<file path="src/rtl/hbea_regs.vh">
// Constants for the host bridge endian converter and rotating arbiter.
// Assumes one clock, synchronous active-high reset, 64-bit data lanes.
//
// Operation
// - After reset every PCI-side address window decoder is disabled until software enables it.
// - The arbiter rotates priority so the last granted master becomes lowest priority.
// - Six requesters rotate in order host bridge, secondary bridge, expansion master, ISA bridge, Ethernet, mezzanine slot.
// - In big-endian mode bytes are swapped in both directions to keep byte addresses unchanged.
// - In little-endian mode PCI-bound addresses are reverse-rearranged and memory-bound ones rearranged, with no byte swap.
// - Both modes keep byte-stream data in address order across the two domains.
// - Processor-side registers, memory, boot storage and system registers always look big-endian.
`ifndef HBEA_REGS_VH
`define HBEA_REGS_VH

`define HBEA_NUM_MASTERS 6
// Same count at the width of the wrap sum, so the subtraction stays sized
`define HBEA_NUM_MASTERS_W1 4'h6
`define HBEA_MASTER_W 3
`define HBEA_NUM_WIN 4
`define HBEA_ADDR_W 32
`define HBEA_DATA_W 64
`define HBEA_BE_W 8
// Lane index flip used by address rearrangement (8-byte lanes)
`define HBEA_LANE_FLIP 3'h7
`define HBEA_GRANT_NONE 6'h00
`define HBEA_LAST_RESET 3'h5
`define HBEA_WIN_EN_RESET 4'h0
`define HBEA_MODE_BIG 1'b1

`endif

</file>
<file path="src/rtl/hbea_arbiter.v">
// Rotating-priority arbiter for six local bus masters.
// Assumes requests are synchronous; bus_idle marks end of a transaction.
`timescale 1ns/1ps
`default_nettype none
`include "hbea_regs.vh"
module hbea_arbiter (
    input wire clk,
    input wire srst,
    input wire [`HBEA_NUM_MASTERS-1:0] req,
    input wire bus_idle,
    output reg [`HBEA_NUM_MASTERS-1:0] gnt_r
);
    reg [`HBEA_MASTER_W-1:0] last_r;
    reg [`HBEA_MASTER_W-1:0] pick;
    reg found;
    reg [`HBEA_MASTER_W-1:0] idx;
    integer k;

    function [`HBEA_MASTER_W-1:0] hbea_wrap;
        input [`HBEA_MASTER_W:0] v;
        reg [`HBEA_MASTER_W:0] t;
        begin
            t = v - `HBEA_NUM_MASTERS_W1;
            if (v >= `HBEA_NUM_MASTERS_W1) begin
                hbea_wrap = t[`HBEA_MASTER_W-1:0];
            end else begin
                hbea_wrap = v[`HBEA_MASTER_W-1:0];
            end
        end
    endfunction

    // Search starts just after the last winner
    always @* begin
        pick = {`HBEA_MASTER_W{1'b0}};
        found = 1'b0;
        idx = {`HBEA_MASTER_W{1'b0}};
        for (k = 1; k <= `HBEA_NUM_MASTERS; k = k + 1) begin
            idx = hbea_wrap({1'b0, last_r} + k[`HBEA_MASTER_W:0]);
            if (!found && req[idx]) begin
                found = 1'b1;
                pick = idx;
            end
        end
    end

    always @(posedge clk) begin
        if (srst) begin
            gnt_r <= `HBEA_GRANT_NONE;
            last_r <= `HBEA_LAST_RESET;
        end else if (gnt_r == `HBEA_GRANT_NONE || bus_idle) begin
            // Grant moves only once the owner's transfer is over
            if (found) begin
                gnt_r <= {{(`HBEA_NUM_MASTERS-1){1'b0}}, 1'b1} << pick;
                last_r <= pick;
            end else begin
                gnt_r <= `HBEA_GRANT_NONE;
            end
        end
    end
endmodule // hbea_arbiter
`default_nettype wire

</file>
<file path="src/rtl/hbea_bridge.v">
// Host-to-PCI bridge datapath: endian conversion, window gating, arbiter.
// Assumes processor side is big-endian, PCI side little-endian, one clock.
`timescale 1ns/1ps
`default_nettype none
`include "hbea_regs.vh"
module hbea_bridge (
    input wire clk,
    input wire srst,
    input wire big_endian_mode,
    input wire win_en_wr,
    input wire [`HBEA_NUM_WIN-1:0] win_en_wdata,
    input wire cpu_valid,
    input wire [`HBEA_ADDR_W-1:0] cpu_addr,
    input wire [`HBEA_DATA_W-1:0] cpu_data,
    input wire [`HBEA_BE_W-1:0] cpu_be,
    input wire pci_valid,
    input wire [`HBEA_NUM_WIN-1:0] pci_win_hit,
    input wire [`HBEA_ADDR_W-1:0] pci_addr,
    input wire [`HBEA_DATA_W-1:0] pci_data,
    input wire [`HBEA_BE_W-1:0] pci_be,
    input wire [`HBEA_NUM_MASTERS-1:0] bus_req,
    input wire bus_idle,
    output reg [`HBEA_NUM_WIN-1:0] win_en_r,
    output reg pci_out_valid_r,
    output reg [`HBEA_ADDR_W-1:0] pci_out_addr_r,
    output reg [`HBEA_DATA_W-1:0] pci_out_data_r,
    output reg [`HBEA_BE_W-1:0] pci_out_be_r,
    output reg mem_out_valid_r,
    output reg [`HBEA_ADDR_W-1:0] mem_out_addr_r,
    output reg [`HBEA_DATA_W-1:0] mem_out_data_r,
    output reg [`HBEA_BE_W-1:0] mem_out_be_r,
    output wire [`HBEA_NUM_MASTERS-1:0] bus_gnt_r
);
    // Byte swap across an 8-byte lane keeps byte addresses invariant
    function [`HBEA_DATA_W-1:0] hbea_swap;
        input [`HBEA_DATA_W-1:0] d;
        integer i;
        begin
            for (i = 0; i < `HBEA_BE_W; i = i + 1) begin
                hbea_swap[i*8 +: 8] = d[(`HBEA_BE_W-1-i)*8 +: 8];
            end
        end
    endfunction

    function [`HBEA_BE_W-1:0] hbea_swap_be;
        input [`HBEA_BE_W-1:0] b;
        integer i;
        begin
            for (i = 0; i < `HBEA_BE_W; i = i + 1) begin
                hbea_swap_be[i] = b[`HBEA_BE_W-1-i];
            end
        end
    endfunction

    // Rearrangement is an XOR of the low lane bits; it is its own inverse,
    // so the same function serves both the rearrange and reverse forms.
    function [`HBEA_ADDR_W-1:0] hbea_rearr;
        input [`HBEA_ADDR_W-1:0] a;
        begin
            hbea_rearr = {a[`HBEA_ADDR_W-1:3], a[2:0] ^ `HBEA_LANE_FLIP};
        end
    endfunction

    wire pci_hit;
    assign pci_hit = |(pci_win_hit & win_en_r);

    always @(posedge clk) begin
        if (srst) begin
            win_en_r <= `HBEA_WIN_EN_RESET;
        end else if (win_en_wr) begin
            win_en_r <= win_en_wdata;
        end
    end

    // Processor to PCI
    always @(posedge clk) begin
        if (srst) begin
            pci_out_valid_r <= 1'b0;
            pci_out_addr_r <= {`HBEA_ADDR_W{1'b0}};
            pci_out_data_r <= {`HBEA_DATA_W{1'b0}};
            pci_out_be_r <= {`HBEA_BE_W{1'b0}};
        end else begin
            pci_out_valid_r <= cpu_valid;
            if (cpu_valid) begin
                if (big_endian_mode == `HBEA_MODE_BIG) begin
                    pci_out_addr_r <= cpu_addr;
                    pci_out_data_r <= hbea_swap(cpu_data);
                    pci_out_be_r <= hbea_swap_be(cpu_be);
                end else begin
                    pci_out_addr_r <= hbea_rearr(cpu_addr);
                    pci_out_data_r <= cpu_data;
                    pci_out_be_r <= cpu_be;
                end
            end
        end
    end

    // PCI to memory, only through an enabled window
    always @(posedge clk) begin
        if (srst) begin
            mem_out_valid_r <= 1'b0;
            mem_out_addr_r <= {`HBEA_ADDR_W{1'b0}};
            mem_out_data_r <= {`HBEA_DATA_W{1'b0}};
            mem_out_be_r <= {`HBEA_BE_W{1'b0}};
        end else begin
            mem_out_valid_r <= pci_valid && pci_hit;
            if (pci_valid && pci_hit) begin
                // Memory side stays big-endian in either mode
                if (big_endian_mode == `HBEA_MODE_BIG) begin
                    mem_out_addr_r <= pci_addr;
                    mem_out_data_r <= hbea_swap(pci_data);
                    mem_out_be_r <= hbea_swap_be(pci_be);
                end else begin
                    mem_out_addr_r <= hbea_rearr(pci_addr);
                    mem_out_data_r <= pci_data;
                    mem_out_be_r <= pci_be;
                end
            end
        end
    end

    hbea_arbiter u_arb (
        .clk(clk),
        .srst(srst),
        .req(bus_req),
        .bus_idle(bus_idle),
        .gnt_r(bus_gnt_r)
    );
endmodule // hbea_bridge
`default_nettype wire

</file>
<file path="config.mk">
export PLATFORM = sky130hd
export DESIGN_NAME = hbea_bridge
export DESIGN_NICKNAME = d
export VERILOG_FILES = /design/src/rtl/hbea_arbiter.v /design/src/rtl/hbea_bridge.v
export VERILOG_INCLUDE_DIRS = /design/src /design/src/rtl
export SDC_FILE = /design/constraint.sdc
export NUM_CORES = 1
export LEC_CHECK = 0
export BUFFER_PORTS_ARGS = -buffer_cell sky130_fd_sc_hd__buf_2
export CORE_AREA = 8 8 171 173
export CTS_BUF_LIST = sky130_fd_sc_hd__clkbuf_8
export CTS_CLUSTER_DIAMETER = 30
export DETAILED_ROUTE_END_ITERATION = 6
export DIE_AREA = 0 0 179 181
export PLACE_DENSITY_LB_ADDON = 0.2
export RECOVER_POWER = 50
export SLEW_MARGIN = 20
export SYNTH_ARGS = -nofsm -noshare
export SYNTH_HDL_FRONTEND = slang
export SYNTH_SLANG_ARGS = --single-unit
</file>
<file path="constraint.sdc">
create_clock -name clk -period 3.4 [get_ports clk]
set_clock_uncertainty 0.1 [all_clocks]
set_input_delay 0 -clock clk [delete_from_list [all_inputs] [get_ports clk]]
set_output_delay 0 -clock clk [all_outputs]
set_load 0.02 [all_outputs]
</file>
* Word level (Yosys, flattened, before mapping)
Index checks and enable logic that the tools add are counted.
Word-level totals: input port bits 229, word-level logic and storage cells 91, output and inout bits 220, flip-flop bits (word level) 223
Operators by class: shift operators 1, mux-type cells 37, order comparisons 12, reductions and logical operators 15, bitwise logic cells 3, add/subtract/negate cells 12
Operators with widths (number):
- $mux W64 | 2
- $mux W3 | 14
- $ge A4 B3 Y1 const B | 6
- $lt A3 B4 Y1 const B | 6
- $bmux W1 S3 | 6
- $sub A3 B3 Y3 const B | 6
- $mux W8 | 2
- $add A3 B3 Y4 const B | 3
- $mux W1 | 12
- $add A3 B2 Y4 const B | 2
- $logic_and A1 B1 Y1 | 6
- $logic_not A6 Y1 | 1
- $mux W6 | 1
- $not A3 Y3 | 2
- $shl A1 B3 Y6 const A | 1
- $logic_not A1 Y1 | 5
- $add A3 B1 Y4 const B | 1
- $and A4 B4 Y4 | 1
- $reduce_or A4 Y1 | 1
- $reduce_and A2 Y1 | 1
- $logic_or A1 B1 Y1 | 1

* Depth between registers and ports, before layout
depth after elaboration 23, gate-level depth with buffers 12, gate-level depth less buffers 9

* By module
Synthesis repeated with hierarchy kept, for this count alone.
Unflattened totals: cell total of the unflattened synthesis 1149, area total of the unflattened synthesis 11228.3 um2
Modules (own cells, without submodules):
- hbea_bridge | cells each 982, times used 1, area each 9815.7 um2, seq. area each 4284.1 um2
- hbea_arbiter | cells each 167, times used 1, area each 1412.6 um2, seq. area each 180.2 um2

* Least setup slack after synthesis
Ideal clock, no wire load.
kind register to register, start point register u_arb.last_r[0], end point register u_arb.gnt_r[1], clock period less this slack 3.612 ns, arrival time 3.417 ns, setup slack -0.212 ns, cell stages (with the launch flop) 13, data required time 3.204 ns, setup time 0.096 ns, path buffers 3, path through dfxtp_1 -> buf_6 -> buf_2 -> inv_1 -> ha_1 -> buf_4 -> a21boi_1 -> mux2_4 -> nor4_2 -> or4_4 -> or4_4 -> o211a_4 -> o41ai_2
On the way: longest elaborated chain between the ends 23, elaborated cells on any way between the ends 60, classes of those cells add/sub (12); order compare (6); shift (1); mux (31); reduce/logical (10)
Ends and longest elaborated chain:
- from (decl) | line hbea_arbiter.v:13 | reg [`HBEA_MASTER_W-1:0] last_r;
- from (signal assigned) | line hbea_arbiter.v:49 | last_r <= `HBEA_LAST_RESET;
- from (signal assigned) | line hbea_arbiter.v:54 | last_r <= pick;
- $add A3 B1 Y4 | line hbea_arbiter.v:38 | idx = hbea_wrap({1'b0, last_r} + k[`HBEA_MASTER_W:0]);
- $ge A4 B3 Y1 (no line) or $sub A3 B3 Y3 (tied branches)
- $mux W3 | line hbea_arbiter.v:24 | if (v >= `HBEA_NUM_MASTERS_W1) begin
- $bmux W1 S3 | line hbea_arbiter.v:39 | if (!found && req[idx]) begin
- $mux W1 (not written as such) | line hbea_arbiter.v:39
- $mux W1 | line hbea_arbiter.v:39
- $logic_not A1 Y1 | line hbea_arbiter.v:39
- $logic_and A1 B1 Y1 | line hbea_arbiter.v:39
- (+7 left out)
- $logic_not A1 Y1 | line hbea_arbiter.v:39
- $logic_and A1 B1 Y1 | line hbea_arbiter.v:39
- $mux W1 | line hbea_arbiter.v:39
- $logic_not A1 Y1 | line hbea_arbiter.v:39
- $logic_and A1 B1 Y1 | line hbea_arbiter.v:39
- $mux W3 | line hbea_arbiter.v:39
- $shl A1 B3 Y6 | line hbea_arbiter.v:53 | gnt_r <= {{(`HBEA_NUM_MASTERS-1){1'b0}}, 1'b1} << pick;
- $mux W6 * | line hbea_arbiter.v:52 | if (found) begin
- to (signal assigned) | line hbea_arbiter.v:48 | gnt_r <= `HBEA_GRANT_NONE;
- to (signal assigned) | line hbea_arbiter.v:53
- to (signal assigned) | line hbea_arbiter.v:56 | gnt_r <= `HBEA_GRANT_NONE;
- to (decl) | line hbea_arbiter.v:11 | output reg [`HBEA_NUM_MASTERS-1:0] gnt_r
Every way passes the cells marked *; elsewhere a longest branch is shown, timed or not. The select of a mux whose other input is x is not followed. A chain may end at the register's enable or synchronous reset.

* Worst setup path in the final report
start point register u_arb.last_r[1], end point register u_arb.gnt_r[1]
Same word-level chain as after synthesis.

==> out/metrics.cfg <==
[outcome]
status=finished with violations
violations=capacitance limit, slew limit

[worst_setup_path]
critPathMaxFanout=4
worstPathArrival_ns=3.63
worst_ep_required_time_ns=3.77
critPathCaptureType=flop
path_class=reg2reg
cp-start-kind=flop

[synthesis]
synth-seq-cells=223
synth_edf_count=0
ys_seq_area_share_pct=44.0
synth_area_per_cell_um2=9.32
ys_warn_count=0
dominantRegCellSynth=dfxtp_1
synth_cell_type_count=67
syn_nets=1326
syn_inst=1088
netlist_area_um2=10100
async_flop_share_pct=0

[routing]
vias_per_cell=5.14
initialDrtViolationCount=451
wl_per_cell_um=18.7
wl_um=42300
first_pass_iters=5
drc_errors=0
postRouteAntennaNets=0
routed-via-count=11656

[layout]
layout_commonest_cell=dlygate4sd3_1
drive_gt1_share_pct=19.6
fill_cells=2076
layout-area-overhead-vs-synth_pct=70.8
layout_common_cells=dlygate4sd3_1, buf_2, dfxtp_1, clkbuf_1, nor2_1
nNetsFinal=2124

[cts]
cts_max_level=2
cts_made_buffers=50
clk_pin_slew_ns=0.06
cts_sinks=223
clk_latency_ns=0.56
cts_tree=built
post-cts-setup-buffer-count=0
clk_path_buf_depth=3
cts_root_buf=clkbuf_8

[timing]
slew_headroom_pct=-26.6
setup_violations=0
finalHoldViolCount=0
min_period_ns=3.27
post-route-period-util_pct=96.2
fin_ws_ns=0.131
fmax_ghz=0.306
slew_violations=83
worst_pin_slew_ns=1.90
fin_tns_setup_ns=0

[place]
gp_congestion=0.870
io_buffers=448
place_hpwl_um=26000
place_ws_ns=0.107

[global_routing]
grt_max_degree=110
grt_pass1_wl_um=65000
grt_usage_pct=24.6
grt-ovfl-total=0
antenna_found_initial=0
first_global_vias=12266

[power_and_ir_drop]
vdd_drop_max_uv=411
p_per_area_nw_per_um2=583
leakage_nw=7.47

[flow_run]
maxCapViolCount=1

[floorplan]
fp-row-count=60
coreArea_um2=26500
initial_core_util_pct=38.2
die_w_um=179
die-area_um2=32400
dieHeight_um=181
num_io_pins=449

[hold_path]
hold_class=in2reg

## area by class of cell
class / count / area, um2 / area share, %
multi-input combinational: 764 / 5290 / 30.6
clock buffer: 62 / 853 / 4.93
clock inverter: 28 / 368 / 2.13
inverter: 8 / 30.0 / 0.174
antenna: 1 / 2.50 / 0.0145
timing repair buffer: 839 / 5870 / 33.9
tap: 341 / 427 / 2.47
sequential: 223 / 4470 / 25.8
## state kept, by name, indices dropped and copies added, names as in the netlist
name,count
pci_out_addr_r,32
pci_out_data_r,64
u_arb.gnt_r,6
mem_out_data_r,64
mem_out_be_r,8
mem_out_valid_r,1
pci_out_be_r,8
u_arb.last_r,3
pci_out_valid_r,1
win_en_r,4
mem_out_addr_r,32
## kinds of logic after synthesis
family	share of synthesized area (%)
AO/OA/AOI/OAI	16.8
XOR/XNOR	1.21
adder cells (fa/ha/maj)	1.11
buffers and inverters	4.01
flip-flops	44.0
multiplexers	20.0
AND/OR/NAND/NOR	12.8
## final timing paths
| path | startpoint | to | slack (ns) | cells after the start |
|---|---|---|---|---|
| max | u_arb.last_r[1] | u_arb.gnt_r[1] | 0.13 | 8 |
| min | pci_valid | mem_out_addr_r[29] | 0.009 | 4 |
| min reg2reg | mem_out_addr_r[22] | mem_out_addr_r[22] | 0.35 | 2 |
| max reg2reg | u_arb.last_r[1] | u_arb.gnt_r[1] | 0.13 | 8 |
## synth_stat cells, drive strengths merged, types with 2 or more instances
cell type | instances | area share, %
a211oi | 148 | 11
a21boi | 2 | 0.15
a21o | 2 | 0.15
a21oi | 45 | 2.2
a221oi | 2 | 0.17
a22oi | 3 | 0.22
a31o | 2 | 0.17
a31oi | 2 | 0.12
and2 | 3 | 0.19
and3 | 2 | 0.12
and4 | 2 | 0.17
buf | 26 | 1.2
clkbuf | 67 | 2.5
dfxtp | 223 | 44
ha | 9 | 1.1
inv | 8 | 0.30
mux2 | 5 | 0.59
mux2i | 190 | 19
mux4 | 2 | 0.44
nand2 | 76 | 2.8
nand2b | 5 | 0.31
nand3 | 5 | 0.25
nor2 | 190 | 7.0
nor2b | 4 | 0.25
nor3 | 5 | 0.25
nor3b | 3 | 0.22
nor4 | 6 | 0.43
o2111ai | 4 | 0.35
o21ai | 6 | 0.30
o22ai | 2 | 0.12
o31a | 2 | 0.17
o32ai | 2 | 0.17
o41ai | 2 | 0.25
or2 | 2 | 0.12
or4 | 2 | 0.22
xnor2 | 9 | 0.85
xor2 | 2 | 0.36
## per-stage QoR
step	utilization, %	instances	area (um2)	hold WS [ns]	power [mW]
6_report	65.3	2266	17300	0.00916	10.1
5_1_grt	65.3	2265	17300	0.0544	10.6
4_1_cts	66.3	2265	17600	0.0157	10.1
3_5_place_dp	48.3	1820	12800	0.142	6.11
3_3_place_gp	48.3	1820	12800	0.132	6.07
2_1_floorplan	-	1088	10200	0.0170	5.12
## worst max-delay path, cell delays in order, from the launching register on
cell     delay, ns
dfxtp_1       0.40
buf_4         0.14
ha_1          0.19
mux4_2        0.55
a22o_1        0.25
or4_4         0.43
or4_4         0.56
o211a_4       0.27
o41ai_2       0.29
## layer usage
| layer | routed length (um) | track usage, % |
|---|---|---|
| met2 | 20400 | 42.7 |
| met4 | 2300 | 13.4 |
| met1 | 16100 | 26.4 |
| met3 | 3500 | 6.82 |
| met5 | 0 | 0 |
## report_power, final
group	total (mW)	internal, mW	switching, mW
logic	3.50	1.59	1.91
registers	2.98	2.84	0.139
clock network	3.61	2.28	1.33
total	10.1	6.71	3.38
## timing repair
action                                 4_1_cts  5_1_grt
endpoints found under the hold margin      222        0
hold buffers                               355        0
setup endpoints to repair                    0        4
gates resized for setup                      0        3
Note: power is estimated with default switching activity, not from simulation.
